==> config.mk <==
export PLATFORM = sky130hd
export DESIGN_NAME = sgd_sequencer
export DESIGN_NICKNAME = d
export VERILOG_FILES = /design/src/sgd_pkg.sv /design/src/sgd_sequencer.sv
export SDC_FILE = /design/constraint.sdc
export NUM_CORES = 1
export LEC_CHECK = 0
export BUFFER_PORTS_ARGS = -buffer_cell sky130_fd_sc_hd__buf_4
export CAP_MARGIN = 0
export CORE_ASPECT_RATIO = 1.4
export CORE_MARGIN = 2
export CORE_UTILIZATION = 30
export CTS_BUF_LIST = sky130_fd_sc_hd__clkbuf_4
export DETAILED_ROUTE_END_ITERATION = 8
export SLEW_MARGIN = 20
export SYNTH_ARGS = -nofsm -noshare
export SYNTH_HDL_FRONTEND = slang
export SYNTH_SLANG_ARGS = --single-unit
==> constraint.sdc <==
create_clock -name ref_clk -period 8.13 [get_ports ref_clk]
set_clock_uncertainty 0.2 [all_clocks]
set_input_delay 1.626 -clock ref_clk [delete_from_list [all_inputs] [get_ports ref_clk]]
set_output_delay 1.626 -clock ref_clk [all_outputs]
set_load 0.01 [all_outputs]
==> src/sgd_pkg.sv <==
// Operation
// [RL1] sixteen current settings by register, seven by resistor-set pin
// [RL2] selected current for the drive window, then the smaller hold current
// [RL3] hand over between transistors only once gate-source voltage shows off
// [RL4] serial variant adds a register-set digital dead time after the handshake
// [RL5] handshake may stretch dead time 100-200 ns while detection node discharges
// [RL6] strong pulldown on the opposite gate for the drive window
// [RL7] gate not at threshold when the drive window ends flags a gate fault
// [RL8] drive window never stretches pwm; a new command ends it early
// [RL9] configurer picks a window longer than the gate charge time
// [RL10] overcurrent when drain-source sense stays over trip past deglitch time
// [RL11] serial variant picks positive or negative shunt as low-side reference
// [RL12] trip level 0.06-2 V serial, 0.06-1 V hardware variant
// [RL13] every control input passes a deglitch filter before reaching gates
// [RL14] hardware variant reads current and trip level from seven-level pins
// [RL15] faults latched per half-bridge and side, shown on fault pin and status
package sgd_pkg;
   localparam int unsigned CLK_PERIOD_NS = 10;
   localparam int unsigned IN_DEGLITCH_NS = 50;
   localparam int unsigned IN_DEGLITCH_CYC =
      (IN_DEGLITCH_NS + CLK_PERIOD_NS - 1) / CLK_PERIOD_NS;
   localparam int unsigned HS_EXTRA_NS_MIN = 100;
   localparam int unsigned HS_EXTRA_NS_MAX = 200;
   localparam int unsigned PHASES = 3;
   localparam int unsigned CTRL_INPUTS = 2 * PHASES + 1;
   localparam int unsigned LEVELS_HW = 7;
   localparam logic [3:0] CURRENT_SEL_RESET = 4'hf;
   localparam logic [3:0] TRIP_SEL_RESET = 4'h7;
   // hardware levels map onto the 16-step codes; trip codes stay at or below 1 V
   localparam logic [3:0] CURRENT_HW_MAP [LEVELS_HW] =
      '{4'h0, 4'h2, 4'h5, 4'h7, 4'ha, 4'hc, 4'hf};
   localparam logic [3:0] TRIP_HW_MAP [LEVELS_HW] =
      '{4'h0, 4'h1, 4'h2, 4'h3, 4'h4, 4'h6, 4'h8};
   localparam logic [1:0] SIDE_NONE = 2'h0;
   localparam logic [1:0] SIDE_HS = 2'h1;
   localparam logic [1:0] SIDE_LS = 2'h2;
   localparam logic [1:0] OC_MODE_LATCH = 2'h0;
   localparam logic [1:0] OC_MODE_REPORT = 2'h1;
   localparam logic [1:0] OC_MODE_OFF = 2'h2;
   typedef enum logic [2:0] {
      ST_HOLD = 3'b001,
      ST_WAIT_OFF = 3'b010,
      ST_DEAD = 3'b100
   } sgd_state_e;
   typedef struct packed {
      logic on;
      logic drive_current;
      logic strong_pulldown;
   } sgd_gate_s;
   typedef struct packed {
      sgd_gate_s hs;
      sgd_gate_s ls;
   } sgd_phase_s;
endpackage

==> src/sgd_sequencer.sv <==
module sgd_sequencer #(
   parameter int unsigned CNT_W = 8
) (
   input wire logic ref_clk,
   input wire logic rst,
   input wire logic ce,
   input wire logic serial_variant,
   input wire logic [2*sgd_pkg::PHASES-1:0] pwm_in,
   input wire logic fault_clear_in,
   input wire logic [2*sgd_pkg::PHASES-1:0] vgs_high_in,
   input wire logic [sgd_pkg::PHASES-1:0] highside_drain_sense_over,
   input wire logic [sgd_pkg::PHASES-1:0] shunt_positive_sense_over,
   input wire logic [sgd_pkg::PHASES-1:0] shunt_negative_sense_over,
   input wire logic lowside_monitor_reference_select,
   input wire logic [3:0] gate_current_select_reg,
   input wire logic [2:0] gate_current_select_pin,
   input wire logic [3:0] trip_level_reg,
   input wire logic [2:0] threshold_select_pin,
   input wire logic [CNT_W-1:0] drive_window_cycles,
   input wire logic [CNT_W-1:0] dead_time_cycles,
   input wire logic [CNT_W-1:0] overcurrent_deglitch_time,
   input wire logic [1:0] oc_fault_mode,
   output sgd_pkg::sgd_phase_s [sgd_pkg::PHASES-1:0] gate_q,
   output logic [3:0] gate_current_select_q,
   output logic [3:0] overcurrent_trip_level_q,
   output logic [2*sgd_pkg::PHASES-1:0] gate_fault_q,
   output logic [2*sgd_pkg::PHASES-1:0] oc_fault_q,
   output logic fault_n_q
);
   localparam int unsigned NP = sgd_pkg::PHASES;
   localparam int unsigned NS = 7 * NP + 7;
   localparam int unsigned DG_W = 8;

   function automatic logic [3:0] level_code(input logic [2:0] lvl, input logic trip);
      logic [2:0] l;
      l = (lvl > 3'h6) ? 3'h6 : lvl;
      level_code = trip ? sgd_pkg::TRIP_HW_MAP[l] : sgd_pkg::CURRENT_HW_MAP[l];
   endfunction

   // two-flop synchronisers for every pin input; meta stage read only by sync stage
   logic [NS-1:0] async_in, meta_q, sync_q;
   assign async_in = {pwm_in, fault_clear_in, vgs_high_in, highside_drain_sense_over,
                      shunt_positive_sense_over, shunt_negative_sense_over,
                      gate_current_select_pin, threshold_select_pin};
   always_ff @(posedge ref_clk) begin
      if (rst) begin
         meta_q <= '0;
         sync_q <= '0;
      end else if (ce) begin
         meta_q <= async_in;
         sync_q <= meta_q;
      end
   end
   localparam int unsigned CTRL_INPUTS_W = sgd_pkg::CTRL_INPUTS;
   logic [CTRL_INPUTS_W-1:0] ctrl_raw;
   logic [2*NP-1:0] vgs_s;
   logic [NP-1:0] hs_over_s, sp_over_s, sn_over_s;
   logic [2:0] cur_pin_s, thr_pin_s;
   assign {ctrl_raw, vgs_s, hs_over_s, sp_over_s, sn_over_s, cur_pin_s, thr_pin_s} = sync_q;

   // control deglitch: output follows only after a stable run
   logic [CTRL_INPUTS_W-1:0] ctrl_f;
   genvar gi;
   generate
      for (gi = 0; gi < CTRL_INPUTS_W; gi++) begin : g_dg
         logic [DG_W-1:0] cnt_q, cnt_d;
         logic f_q, f_d;
         always_comb begin
            cnt_d = cnt_q;
            f_d = f_q;
            if (ctrl_raw[gi] == f_q) begin
               cnt_d = '0;
            end else if (cnt_q == DG_W'(sgd_pkg::IN_DEGLITCH_CYC - 1)) begin
               f_d = ctrl_raw[gi]; // [RL13]
               cnt_d = '0;
            end else begin
               cnt_d = cnt_q + DG_W'(1);
            end
         end
         always_ff @(posedge ref_clk) begin
            if (rst) begin
               cnt_q <= '0;
               f_q <= 1'b0;
            end else if (ce) begin
               cnt_q <= cnt_d;
               f_q <= f_d;
            end
         end
         assign ctrl_f[gi] = f_q;
      end
   endgenerate
   logic [2*NP-1:0] pwm_f;
   logic clr_f;
   assign {pwm_f, clr_f} = ctrl_f;

   // latched shutdown stops all switching until faults are cleared
   logic shutdown;
   assign shutdown = (oc_fault_mode == sgd_pkg::OC_MODE_LATCH) && (|oc_fault_q);

   logic [2*NP-1:0] gf_set, oc_set;
   sgd_pkg::sgd_phase_s [NP-1:0] gate_d;

   generate
      for (gi = 0; gi < NP; gi++) begin : g_ph
         sgd_pkg::sgd_state_e st_q, st_d;
         logic [1:0] on_q, on_d, sw_q, sw_d, tgt;
         logic sw_on_q, sw_on_d;
         logic [1:0] tgt_prev_q;
         logic [CNT_W-1:0] win_q, win_d, dead_q, dead_d;
         logic [CNT_W-1:0] occ_q [2];
         logic [CNT_W-1:0] occ_d [2];
         logic start, win_act, hs_vgs, ls_vgs, sw_vgs;
         logic [1:0] over;
         // per-phase fault sets keep each shared vector bit to one driver
         logic [1:0] gfs, ocs;
         assign hs_vgs = vgs_s[2*gi+1];
         assign ls_vgs = vgs_s[2*gi];
         assign win_act = (win_q != '0);
         assign gf_set[2*gi+1 -: 2] = gfs;
         assign oc_set[2*gi+1 -: 2] = ocs;
         // both inputs high never drive both gates on
         always_comb begin
            if (shutdown) begin
               tgt = sgd_pkg::SIDE_NONE;
            end else begin
               unique case (pwm_f[2*gi+1 -: 2])
                  2'b10: tgt = sgd_pkg::SIDE_HS;
                  2'b01: tgt = sgd_pkg::SIDE_LS;
                  default: tgt = sgd_pkg::SIDE_NONE;
               endcase
            end
         end
         assign sw_vgs = (sw_q == sgd_pkg::SIDE_HS) ? hs_vgs : ls_vgs;
         always_comb begin
            st_d = st_q;
            on_d = on_q;
            sw_d = sw_q;
            sw_on_d = sw_on_q;
            dead_d = dead_q;
            start = 1'b0;
            unique case (st_q)
               sgd_pkg::ST_HOLD: begin
                  if (tgt != on_q) begin
                     if (on_q != sgd_pkg::SIDE_NONE) begin
                        sw_d = on_q;
                        sw_on_d = 1'b0;
                        start = 1'b1;
                     end
                     on_d = sgd_pkg::SIDE_NONE;
                     st_d = sgd_pkg::ST_WAIT_OFF;
                  end
               end
               sgd_pkg::ST_WAIT_OFF: begin
                  // waiting on measured gate voltage also absorbs the slow discharge case
                  if (!hs_vgs && !ls_vgs) begin // [RL3] [RL5]
                     dead_d = serial_variant ? dead_time_cycles : '0; // [RL4]
                     st_d = sgd_pkg::ST_DEAD;
                  end
               end
               sgd_pkg::ST_DEAD: begin
                  if (dead_q != '0) begin
                     dead_d = dead_q - CNT_W'(1); // [RL4]
                  end else begin
                     if (tgt != sgd_pkg::SIDE_NONE) begin
                        on_d = tgt;
                        sw_d = tgt;
                        sw_on_d = 1'b1;
                        start = 1'b1;
                     end
                     st_d = sgd_pkg::ST_HOLD;
                  end
               end
               default: st_d = sgd_pkg::ST_HOLD;
            endcase
         end
         // drive window: started on every gate switch, ended early by a new command
         always_comb begin
            win_d = win_q;
            gfs = 2'b00;
            if (start) begin
               win_d = drive_window_cycles; // [RL2]
            end else if (win_act && (tgt != tgt_prev_q)) begin
               win_d = '0; // [RL8]
            end else if (win_q == CNT_W'(1)) begin
               win_d = '0;
               if (sw_vgs != sw_on_q) begin
                  gfs[(sw_q == sgd_pkg::SIDE_HS) ? 1 : 0] = 1'b1; // [RL7]
               end
            end else if (win_act) begin
               win_d = win_q - CNT_W'(1);
            end
         end
         // low-side reference choice exists only on the serial variant
         assign over[1] = hs_over_s[gi] && (on_q == sgd_pkg::SIDE_HS);
         assign over[0] = ((serial_variant && lowside_monitor_reference_select)
                           ? sn_over_s[gi] : sp_over_s[gi]) // [RL11]
                          && (on_q == sgd_pkg::SIDE_LS);
         always_comb begin
            for (int k = 0; k < 2; k++) begin
               occ_d[k] = '0;
               ocs[k] = 1'b0;
               if (over[k]) begin
                  occ_d[k] = occ_q[k];
                  if (occ_q[k] >= overcurrent_deglitch_time) begin
                     ocs[k] = (oc_fault_mode != sgd_pkg::OC_MODE_OFF); // [RL10]
                  end else begin
                     occ_d[k] = occ_q[k] + CNT_W'(1);
                  end
               end
            end
         end
         always_comb begin
            gate_d[gi].hs.on = (on_q == sgd_pkg::SIDE_HS);
            gate_d[gi].ls.on = (on_q == sgd_pkg::SIDE_LS);
            gate_d[gi].hs.drive_current = win_act && (sw_q == sgd_pkg::SIDE_HS); // [RL2]
            gate_d[gi].ls.drive_current = win_act && (sw_q == sgd_pkg::SIDE_LS); // [RL2]
            gate_d[gi].hs.strong_pulldown = win_act && (sw_q == sgd_pkg::SIDE_LS); // [RL6]
            gate_d[gi].ls.strong_pulldown = win_act && (sw_q == sgd_pkg::SIDE_HS); // [RL6]
         end
         always_ff @(posedge ref_clk) begin
            if (rst) begin
               st_q <= sgd_pkg::ST_HOLD;
               on_q <= sgd_pkg::SIDE_NONE;
               sw_q <= sgd_pkg::SIDE_NONE;
               sw_on_q <= 1'b0;
               tgt_prev_q <= sgd_pkg::SIDE_NONE;
               win_q <= '0;
               dead_q <= '0;
               occ_q[0] <= '0;
               occ_q[1] <= '0;
            end else if (ce) begin
               st_q <= st_d;
               on_q <= on_d;
               sw_q <= sw_d;
               sw_on_q <= sw_on_d;
               tgt_prev_q <= tgt;
               win_q <= win_d;
               dead_q <= dead_d;
               occ_q[0] <= occ_d[0];
               occ_q[1] <= occ_d[1];
            end
         end
      end
   endgenerate

   // fault latches: a set in the clearing cycle wins
   logic [2*NP-1:0] gf_d, oc_d;
   logic [3:0] cur_d, trip_d;
   always_comb begin
      gf_d = (clr_f ? '0 : gate_fault_q) | gf_set; // [RL15]
      oc_d = (clr_f ? '0 : oc_fault_q) | oc_set; // [RL15]
      // trip range depends on the variant through the code tables
      cur_d = serial_variant ? gate_current_select_reg // [RL1]
                             : level_code(cur_pin_s, 1'b0); // [RL14]
      trip_d = serial_variant ? trip_level_reg // [RL12]
                              : level_code(thr_pin_s, 1'b1); // [RL14]
   end
   always_ff @(posedge ref_clk) begin
      if (rst) begin
         gate_q <= '0;
         gate_fault_q <= '0;
         oc_fault_q <= '0;
         fault_n_q <= 1'b1;
         gate_current_select_q <= sgd_pkg::CURRENT_SEL_RESET;
         overcurrent_trip_level_q <= sgd_pkg::TRIP_SEL_RESET;
      end else if (ce) begin
         gate_q <= gate_d;
         gate_fault_q <= gf_d;
         oc_fault_q <= oc_d;
         fault_n_q <= ~(|gf_d || |oc_d); // [RL15]
         gate_current_select_q <= cur_d;
         overcurrent_trip_level_q <= trip_d;
      end
   end
endmodule

==> results.yml, run 1 <==
floorplan:
  chipWidth_um: 194
  die_h_um: 270
  core.rowCount: 97
  die_area_um2: 52300
  initial_core_util_pct: 30.3
  num_io_pins: 106
  core_region_um2: 50000
placed_design:
  placed_cell_area_um2: 16500
  numPortBuffers: 105
  setup_ws_pre_cts_ns: 3.20
  gpl.final_weighted_congestion: 0.818
  post-dp-hpwl_mm: 29.4
pwr:
  netSwitchingFraction_pct: 31.0
  vdd_ir_drop_max_mv: 0.0924
  power_leakage_nw: 6.93
  power-per-cell-area_nw_per_um2: 201
  sequential_power_share_pct: 44.4
  p_int_w: 0.00242
  comb_power_share_pct: 19.7
  power.net_switching_w: 0.00108
  clockPowerShare_pct: 35.9
final_layout:
  fin_util_pct: 34.8
  multiInputGateArea_um2: 8470
  nNetsFinal: 2039
  ff_latch_area_um2: 6050
  layout-area-overhead-vs-synth_pct: 14.9
  fin_area_um2: 17400
  layout-drive-gt1-share_pct: 13.5
  nFillCells: 5284
global_routing:
  wire_length_of_the_first_global_routing_pass_mm: 66.3
  gr_usage_total_pct: 15.5
  grt_max_degree: 76
  antenna_found_initial: 1
  groute.layer.met3.usage_pct: 2.86
  grt_remaining_overflow: 0
  grt.busiest_layer: "met2"
  grt_pass1_vias: 13000
  globalRouteMet1Util_pct: 17.3
  met2_usage_pct: 28.1
cts:
  total_clock_sinks: 278
  worst_skew_pair.late_latency_ns: 0.77
  clk_path_buf_depth: 3
  cts_post_setup_buffers_inserted: 0
  ctsHtreeMaxLevel: 3
  cts.reportedPaths.clkPinSlew_ns: 0.06
  cts_inserted_buffers: 73
  post_cts_hold_buffer_count: 0
  tritoncts_clock_tree: "built"
  cts-root-buf: "sky130_fd_sc_hd__clkbuf_4"
  cts_repair_resizes: 0
worst_setup_path:
  worstRegToRegCells: 7
  worst-endpoint-arrival_ns: 4.43
  worstSetupPathType: "input pin to flip-flop"
  worstReg2RegEnd: "g_ph[2].win_q[3]"
  setup.reg_to_reg.worst_slack_ns: 4.24
  timing.rr.start: "oc_fault_q[0]"
  cp_data_required_time_ns: 8.38
  worstPathMaxFanout: 69
  worstSetupStartpoint: "ce"
  worst_setup_path_end_kind: "flip-flop"
  cp-start-kind: "input pin"
logic_synthesis:
  synth_top_area_share_pct: 30.4
  instance_count_of_the_mapped_netlist: 1784
  synthArstFlopShare_pct: 0
  yosys_register_bits: 278
  synth_area_leader_cell: "sky130_fd_sc_hd__dfxtp_1"
  synth_top_flop_cell: "sky130_fd_sc_hd__dfxtp_1"
  netlist_top_cells_count: "sky130_fd_sc_hd__nor2_1, sky130_fd_sc_hd__dfxtp_1, sky130_fd_sc_hd__nand2_1, sky130_fd_sc_hd__o21ai_0, sky130_fd_sc_hd__nand3_1"
  seq_area_frac_synth_pct: 39.9
  post_synth_num_cell_types: 79
  avgSynthCellArea_um2: 8.49
  yosys-top-cells-area: "sky130_fd_sc_hd__dfxtp_1, sky130_fd_sc_hd__edfxtp_1, sky130_fd_sc_hd__ha_1, sky130_fd_sc_hd__nor2_1, sky130_fd_sc_hd__mux2i_1"
  synth.most_common_cell: "sky130_fd_sc_hd__nor2_1"
  yosys_warnings: 0
  post_synthesis_cell_area_um2: 15100
  synth-edff-count: 48
  synth_fp_nets: 1931
sta:
  setup_viol_count_final: 0
  fin_setup_tns_ns: 0
  timing.slew.headroom_pct: 26.4
  worst_slack_ns: 3.95
  final_hold_viol_count: 0
  grt_setup_unrepaired: "no"
  finalWorstPathRequiredPeriod_ns: 4.18
  max_freq_mhz: 239
  period_share_pct: 51.4
  timing_max_transition_violations_final: 0
  worstMarginPinSlew_ns: 1.10
worst_hold_path:
  holdPathEnd: "g_ph[0].dead_q[5]"
  timing.hold.worst_path_depth: 2
  worstHoldStart: "g_ph[0].dead_q[5]"
  timing.hold.worst.class: "flip-flop to flip-flop"
detailed_routing:
  post-route-drc-count: 0
  routed_wl_mm: 41.1
  route.vias.total: 13300
  route.detailed.wl_per_inst_um: 15.9
  vias_per_cell: 5.16
  detail-route-antenna-nets: 0
  first_pass_iters: 5
  violation_count_after_the_first_detailed_routing_iteration: 773
flow_run:
  cap_violations: 0
status:
  status: "finished, final reports clean"
-- cell type report --
type | instances | share of cell area (%)
Antenna cell | 2 | 0.0287
Sequential cell | 278 | 34.7
Clock inverter | 16 | 0.747
Clock buffer | 106 | 4.57
Multi-Input combinational cell | 1349 | 48.6
Inverter | 73 | 1.57
Timing Repair Buffer | 117 | 5.09
Tap cell | 643 | 4.62
-- power by group through the flow --
| stage | combinational (W) | sequential, W | clock, W |
|---|---|---|---|
| 2_1_floorplan | 0.000519 | 0.00156 | 0 |
| 3_5_place_dp | 0.000683 | 0.00158 | 0 |
| 5_1_grt | 0.000768 | 0.00157 | 0.00137 |
| 4_1_cts | 0.000685 | 0.00155 | 0.00131 |
| 6_report | 0.000690 | 0.00156 | 0.00126 |
| 3_3_place_gp | 0.000660 | 0.00158 | 0 |
-- worst max-delay path, cell delays in order --
cell and delay, ns:
sky130_fd_sc_hd__buf_6 0.50, sky130_fd_sc_hd__clkinv_1 0.56, sky130_fd_sc_hd__buf_4 0.37, sky130_fd_sc_hd__nor2_2 0.36, sky130_fd_sc_hd__buf_4 0.29, sky130_fd_sc_hd__nand3_1 0.29, sky130_fd_sc_hd__inv_1 0.15, sky130_fd_sc_hd__a21oi_1 0.22
-- per-layer routing --
metal / up-vias / part of all wire (%)
met5: - / 0
met4: 0 / 4.1
met3: 107 / 4.4
met2: 310 / 50
met1: 6276 / 41
li1: 6650 / -
-- how the worst max path moves through the flow --
| stage | end | slack [ns] | depth (start not counted) |
|---|---|---|---|
| 3_5_place_dp | g_ph[1].occ_q[0][14] | 3.20 | 8 |
| 3_3_place_gp | g_ph[2].occ_q[0][9] | 3.30 | 8 |
| 4_1_cts | g_ph[1].occ_q[0][14] | 4.04 | 8 |
| 2_1_floorplan | g_ph[0].occ_q[0][0] | 4.28 | 7 |
| 6_report | g_ph[1].occ_q[0][14] | 3.95 | 8 |
| 5_1_grt | g_ph[1].occ_q[0][10] | 3.73 | 8 |
-- metrics by stage --
stage | power [W] | std cells | hold WS (ns)
2_1_floorplan | 0.00208 | 1784 | 0.235
3_3_place_gp | 0.00224 | 2460 | 0.260
3_5_place_dp | 0.00227 | 2460 | 0.264
4_1_cts | 0.00355 | 2582 | 0.275
5_1_grt | 0.00370 | 2583 | 0.298
6_report | 0.00350 | 2584 | 0.274
-- state kept, by name (all words and copies together), names as in the netlist --
name                      cells
g_dg.cnt_q                   56
g_ph.occ_q                   48
meta_q                       28
sync_q                       28
g_ph.dead_q                  24
g_ph.win_q                   24
gate_q                       12
g_ph.st_q                     9
g_dg.f_q                      6
g_ph.on_q                     6
g_ph.sw_q                     6
g_ph.tgt_prev_q               6
gate_fault_q                  6
oc_fault_q                    6
gate_current_select_q         4
overcurrent_trip_level_q      4
g_ph.sw_on_q                  3
clr_f                         1
fault_n_q                     1
-- kinds of logic after synthesis --
group / Yosys count / share of synthesized area (%)
and+or+nand+nor: 730 / 22.6
AOI/OAI and AO/OA: 388 / 17.2
DFF: 278 / 39.9
buffers and inverters: 157 / 4.28
muxes: 80 / 5.29
adders and majority gates: 80 / 6.61
xor gates and xnor gates: 71 / 4.11
-- cells in the final DEF, fill, tap and decap left out, types with 71 or more instances in the layout --
cell / instances
sky130_fd_sc_hd__buf_4: 115
sky130_fd_sc_hd__nand2_1: 164
sky130_fd_sc_hd__inv_1: 71
sky130_fd_sc_hd__o21ai_0: 118
sky130_fd_sc_hd__ha_1: 80
sky130_fd_sc_hd__a21oi_1: 88
sky130_fd_sc_hd__nand3_1: 109
sky130_fd_sc_hd__dfxtp_1: 230
sky130_fd_sc_hd__clkbuf_4: 106
sky130_fd_sc_hd__nor2_1: 260
sky130_fd_sc_hd__mux2i_1: 79
Power figures use the tool's default switching activity.
==> run 2, diff against run 1 <==
==> constraint.sdc (replaced) <==
create_clock -name ref_clk -period 3.5 [get_ports ref_clk]
set_clock_uncertainty 0.2 [all_clocks]
set_input_delay 0.7 -clock ref_clk [delete_from_list [all_inputs] [get_ports ref_clk]]
set_output_delay 0.7 -clock ref_clk [all_outputs]
set_load 0.01 [all_outputs]
==> results.yml, run 2 (synthesis results as in run 1) <==
detailed_routing:
  post-route-drc-count: 0
  routed_wl_mm: 42.5
  route.vias.total: 13700
  route.detailed.wl_per_inst_um: 15.9
  vias_per_cell: 5.15
  first_pass_iters: 5
  detail-route-antenna-nets: 0
  violation_count_after_the_first_detailed_routing_iteration: 833
sta:
  setup_viol_count_final: 0
  worstMarginPinSlew_ns: 0.793
  worst_slack_ns: 0.299
  max_freq_mhz: 312
  period_share_pct: 91.4
  fin_setup_tns_ns: 0
  grt_setup_unrepaired: "no"
  timing.slew.headroom_pct: 47.1
  final_hold_viol_count: 0
  finalWorstPathRequiredPeriod_ns: 3.20
  timing_max_transition_violations_final: 0
placed_design:
  post-dp-hpwl_mm: 29.7
  placed_cells: 2487
  setup_ws_pre_cts_ns: 0.234
  numPortBuffers: 105
  gpl.final_weighted_congestion: 0.842
global_routing:
  grt_max_degree: 158
  wire_length_of_the_first_global_routing_pass_mm: 68.4
  grt_remaining_overflow: 0
  antenna_found_initial: 1
  grt_pass1_vias: 13400
  gr_usage_total_pct: 16.0
status:
  status: "finished, final reports clean"
worst_setup_path:
  cpMostUsedCell: "sky130_fd_sc_hd__buf_4"
  cp_data_required_time_ns: 3.94
  slowest_delay_ns: 0.58
  critPathSlowestCell: "sky130_fd_sc_hd__or4_4"
  cp-start-kind: "flip-flop"
  crit_path_cell_trace: "or4_4 -> o31ai_4 -> nand2_1 -> o32ai_2 -> buf_4 -> o31ai_2 -> buf_4 -> nand2b_1 -> o32ai_1"
  worst-endpoint-arrival_ns: 3.64
  worst_setup_path_end_kind: "flip-flop"
  worstSetupPathType: "flip-flop to flip-flop"
  worstPathMaxFanout: 13
pwr:
  vdd_ir_drop_max_mv: 0.187
  comb_power_share_pct: 20.6
  power_leakage_nw: 7.28
  clockPowerShare_pct: 35.9
  sequential_power_share_pct: 43.5
  p_int_w: 0.00569
  power.net_switching_w: 0.00263
  netSwitchingFraction_pct: 31.6
  power-per-cell-area_nw_per_um2: 459
floorplan:
  chipWidth_um: 194
  core.rowCount: 97
  die_area_um2: 52300
  die_h_um: 270
  initial_core_util_pct: 30.3
  core_region_um2: 50000
  num_io_pins: 106
final_layout:
  nNetsFinal: 2113
  multiInputGateArea_um2: 8460
  highest_count_cells_in_the_layout_ignoring_fill_and_taps: "sky130_fd_sc_hd__nor2_1, sky130_fd_sc_hd__dfxtp_1, sky130_fd_sc_hd__nand2_1, sky130_fd_sc_hd__buf_4, sky130_fd_sc_hd__o21ai_0"
  final-instance-count-excl-fill: 2667
  layout-area-overhead-vs-synth_pct: 19.7
  top_regs: "g_dg.cnt_q: 56 flops, g_ph.occ_q: 48 flops"
  largest_register_ffs: 56
  layout-drive-gt1-share_pct: 14.6
  largest_reg_by_ff_count: "g_dg.cnt_q"
  ff_latch_area_um2: 6050
  nFillCells: 5176
  layout.cells.most_common: "sky130_fd_sc_hd__nor2_1"
cts:
  clk_path_buf_depth: 3
  total_clock_sinks: 278
  cts_repair_resizes: 0
  cts_post_setup_buffers_inserted: 0
  worst_skew_pair.late_latency_ns: 0.80
  ctsHtreeMaxLevel: 3
  cts.reportedPaths.clkPinSlew_ns: 0.07
  cts_inserted_buffers: 76
  tritoncts_clock_tree: "built"
  cts-root-buf: "sky130_fd_sc_hd__clkbuf_4"
flow_run:
  cap_violations: 0
worst_hold_path:
  timing.hold.worst.class: "input pin to flip-flop"
[run 2: cell types whose count changed in the layout (fill, tap and decap cells not counted), moves of 2 or more]
cell	previous run	this run
sky130_fd_sc_hd__buf_12	0	3
sky130_fd_sc_hd__buf_4	115	139
sky130_fd_sc_hd__bufinv_16	2	0
sky130_fd_sc_hd__clkbuf_4	106	114
sky130_fd_sc_hd__clkinv_1	8	13
sky130_fd_sc_hd__dlygate4sd3_1	0	44
sky130_fd_sc_hd__inv_6	1	5
[run 2: area by class of cell]
type | count | share of cell area (%)
multi-input combinational | 1349 | 46.7
sequential | 278 | 33.4
timing repair buffer | 188 | 8.64
clock buffer | 114 | 4.72
tap | 643 | 4.44
inverter | 73 | 1.51
clock inverter | 21 | 0.614
antenna | 1 | 0.0138
[run 2: final timing paths]
kind                                 startpoint               end  slack, ns  depth (start not counted)
worst min register to register  g_ph[2].sw_q[0]   g_ph[2].sw_q[0]       0.26                          2
worst max register to register    oc_fault_q[0]  g_ph[2].win_q[5]       0.30                          9
worst min-delay path                         ce   g_ph[2].on_q[0]       0.14                          3
worst max-delay path              oc_fault_q[0]  g_ph[2].win_q[5]       0.30                          9
[run 2: power groups by stage]
stage               clock, W  sequential [W]  combinational (W)
floorplan                  0         0.00363            0.00121
global placement           0         0.00368            0.00160
detailed placement         0         0.00368            0.00166
CTS                  0.00313         0.00361            0.00171
global route         0.00329         0.00364            0.00191
finish               0.00299         0.00362            0.00171
[run 2: through the flow]
stage,instance area (um^2),hold WS (ns),utilization [%],total power (W)
floorplan,15100,0.235,-,0.00484
global placement,16700,0.252,33.4,0.00528
detailed placement,16700,0.253,33.4,0.00534
CTS,18100,0.0335,36.2,0.00845
global route,18100,0.0790,36.2,0.00883
finish,18100,0.135,36.2,0.00831
[run 2: timing repair]
| item | 4_1_cts | 5_1_grt |
|---|---|---|
| hold endpoints to repair | 50 | 0 |
| endpoints found under the setup margin | 0 | 0 |
| hold buffers | 44 | 0 |
[run 2: layer usage]
metal	up-vias	GRT usage (%)	share of wire (%)
met4	0	9.01	4.4
met3	108	2.88	5.0
met1	6479	17.8	41
met2	341	28.7	50
li1	6803	-	-
met5	-	0	0
[run 2: worst max-delay path, delay by kind of cell, from the launching register on]
family | cells | cell delay, ns
AOI/OAI and AO/OA | 4 | 1.09
buffers and inverters | 2 | 0.44
DFF | 1 | 0.33
and+or+nand+nor | 3 | 0.98
==> run 3, diff against run 2 <==
--- a/config.mk
+++ b/config.mk
@@ -12,6 +12,7 @@
 export CORE_UTILIZATION = 30
 export CTS_BUF_LIST = sky130_fd_sc_hd__clkbuf_4
 export DETAILED_ROUTE_END_ITERATION = 8
+export RECOVER_POWER = 100
 export SLEW_MARGIN = 20
 export SYNTH_ARGS = -nofsm -noshare
 export SYNTH_HDL_FRONTEND = slang
==> results.yml, run 3 (synthesis results as in run 1) <==
final_layout:
  nNetsFinal: 2113
  final-instance-count-excl-fill: 2667
  top_regs: "g_dg.cnt_q: 56 flops, g_ph.occ_q: 48 flops"
  layout-area-overhead-vs-synth_pct: 17.9
  largest_register_ffs: 56
  layout-drive-gt1-share_pct: 11.9
  highest_count_cells_in_the_layout_ignoring_fill_and_taps: "sky130_fd_sc_hd__nor2_1, sky130_fd_sc_hd__dfxtp_1, sky130_fd_sc_hd__nand2_1, sky130_fd_sc_hd__o21ai_0, sky130_fd_sc_hd__clkbuf_4"
  largest_reg_by_ff_count: "g_dg.cnt_q"
  layout.cells.most_common: "sky130_fd_sc_hd__nor2_1"
cts:
  cts.reportedPaths.clkPinSlew_ns: 0.06
  ctsHtreeMaxLevel: 3
  clk_path_buf_depth: 3
  total_clock_sinks: 278
  cts_post_setup_buffers_inserted: 0
  cts_inserted_buffers: 76
  worst_skew_pair.late_latency_ns: 0.81
  tritoncts_clock_tree: "built"
  post_cts_hold_buffer_count: 44
  cts-root-buf: "sky130_fd_sc_hd__clkbuf_4"
  cts_repair_resizes: 0
detailed_routing:
  vias_per_cell: 5.17
  routed_wl_mm: 42.4
  route.detailed.wl_per_inst_um: 15.9
  detail-route-antenna-nets: 0
  post-route-drc-count: 0
  violation_count_after_the_first_detailed_routing_iteration: 785
  first_pass_iters: 5
  route.vias.total: 13800
flow_run:
  cap_violations: 2
global_routing:
  wire_length_of_the_first_global_routing_pass_mm: 68.4
  grt_max_degree: 158
  gr_usage_total_pct: 16.0
  antenna_found_initial: 1
  grt_remaining_overflow: 0
  grt_pass1_vias: 13400
sta:
  fin_setup_tns_ns: 0
  worst_slack_ns: 0.207
  final_hold_viol_count: 0
  setup_viol_count_final: 0
  grt_setup_unrepaired: "no"
  finalWorstPathRequiredPeriod_ns: 3.29
  timing_max_transition_violations_final: 267
  timing.hold.ws_ns: 0.119
  worstMarginPinSlew_ns: 1.91
  timing.slew.headroom_pct: -27.3
  max_freq_mhz: 304
  period_share_pct: 94.1
floorplan:
  chipWidth_um: 194
  core_region_um2: 50000
  initial_core_util_pct: 30.3
  core.rowCount: 97
  num_io_pins: 106
  die_area_um2: 52300
  die_h_um: 270
pwr:
  vdd_ir_drop_max_mv: 0.188
  design_power_total_w: 0.00829
  power-per-cell-area_nw_per_um2: 464
  power_leakage_nw: 7.06
worst_setup_path:
  worstSetupPathType: "flip-flop to flip-flop"
  worst-endpoint-arrival_ns: 3.74
  worstPathMaxFanout: 8
  cp-start-kind: "flip-flop"
  worstRegToRegCells: 9
  worst_setup_path_end_kind: "flip-flop"
  cp_data_required_time_ns: 3.95
placed_design:
  post-dp-hpwl_mm: 29.7
  gpl.final_weighted_congestion: 0.842
  numPortBuffers: 105
  setup_ws_pre_cts_ns: 0.234
  placed_cells: 2487
worst_hold_path:
  timing.hold.worst_path_depth: 3
  timing.hold.worst.class: "input pin to flip-flop"
status:
  failed_checks: "max-capacitance violations, max-slew violations"
  status: "finished with violations"
-- run 3: cell count changes in the layout (fill, tap and decap cells not counted), moves of 2 or more --
cell,change
sky130_fd_sc_hd__buf_4,-52
sky130_fd_sc_hd__clkbuf_1,+51
sky130_fd_sc_hd__and2_0,+3
sky130_fd_sc_hd__and2_1,-3
sky130_fd_sc_hd__buf_12,-3
sky130_fd_sc_hd__clkbuf_4,+2
-- run 3: layout make-up --
type / count / area, um^2
sequential: 278 / 6050
antenna: 1 / 2.50
tap: 643 / 805
fill: 5243 / 32100
clock buffer: 114 / 856
multi-input combinational: 1349 / 8430
inverter: 73 / 274
clock inverter: 21 / 111
timing repair buffer: 188 / 1330
-- run 3: critical path, stage by stage (launching register included) --
cell                       delay, ns
sky130_fd_sc_hd__dfxtp_1        0.33
sky130_fd_sc_hd__or4_4          0.58
sky130_fd_sc_hd__o31a_1         0.37
sky130_fd_sc_hd__clkbuf_1       0.22
sky130_fd_sc_hd__o21ai_0        0.34
sky130_fd_sc_hd__nand2_2        0.20
sky130_fd_sc_hd__clkbuf_2       0.23
sky130_fd_sc_hd__nor4_1         0.39
sky130_fd_sc_hd__nand2_1        0.12
sky130_fd_sc_hd__a21oi_1        0.15
-- run 3: report_power, final --
part           internal, W  total, W  leakage [nW]  switching, W
Combinational     0.000724   0.00169          4.08      0.000964
Sequential         0.00344   0.00362          2.40      0.000175
Clock              0.00151   0.00298         0.581       0.00147
-- run 3: per-stage QoR --
stage / utilization (%) / instance area (um^2)
2_1_floorplan: - / 15100
3_3_place_gp: 33.4 / 16700
3_5_place_dp: 33.4 / 16700
4_1_cts: 36.2 / 18100
5_1_grt: 35.7 / 17900
6_report: 35.7 / 17900
-- run 3: worst paths after layout --
| path | start | end | slack [ns] |
|---|---|---|---|
| worst max-delay path | oc_fault_q[0] | gate_fault_q[2] | 0.21 |
| worst min-delay path | ce | g_ph[2].on_q[0] | 0.12 |
| worst max register to register | oc_fault_q[0] | gate_fault_q[2] | 0.21 |
| worst min register to register | g_ph[2].sw_q[0] | g_ph[2].sw_q[0] | 0.26 |
-- run 3: layer usage --
metal	track usage (%)	wire length (um)	vias up
li1	-	-	6810
met1	17.8	17300	6547
met2	28.7	21300	328
met5	0	0	-
met3	2.88	2000	113
met4	9.01	1850	0
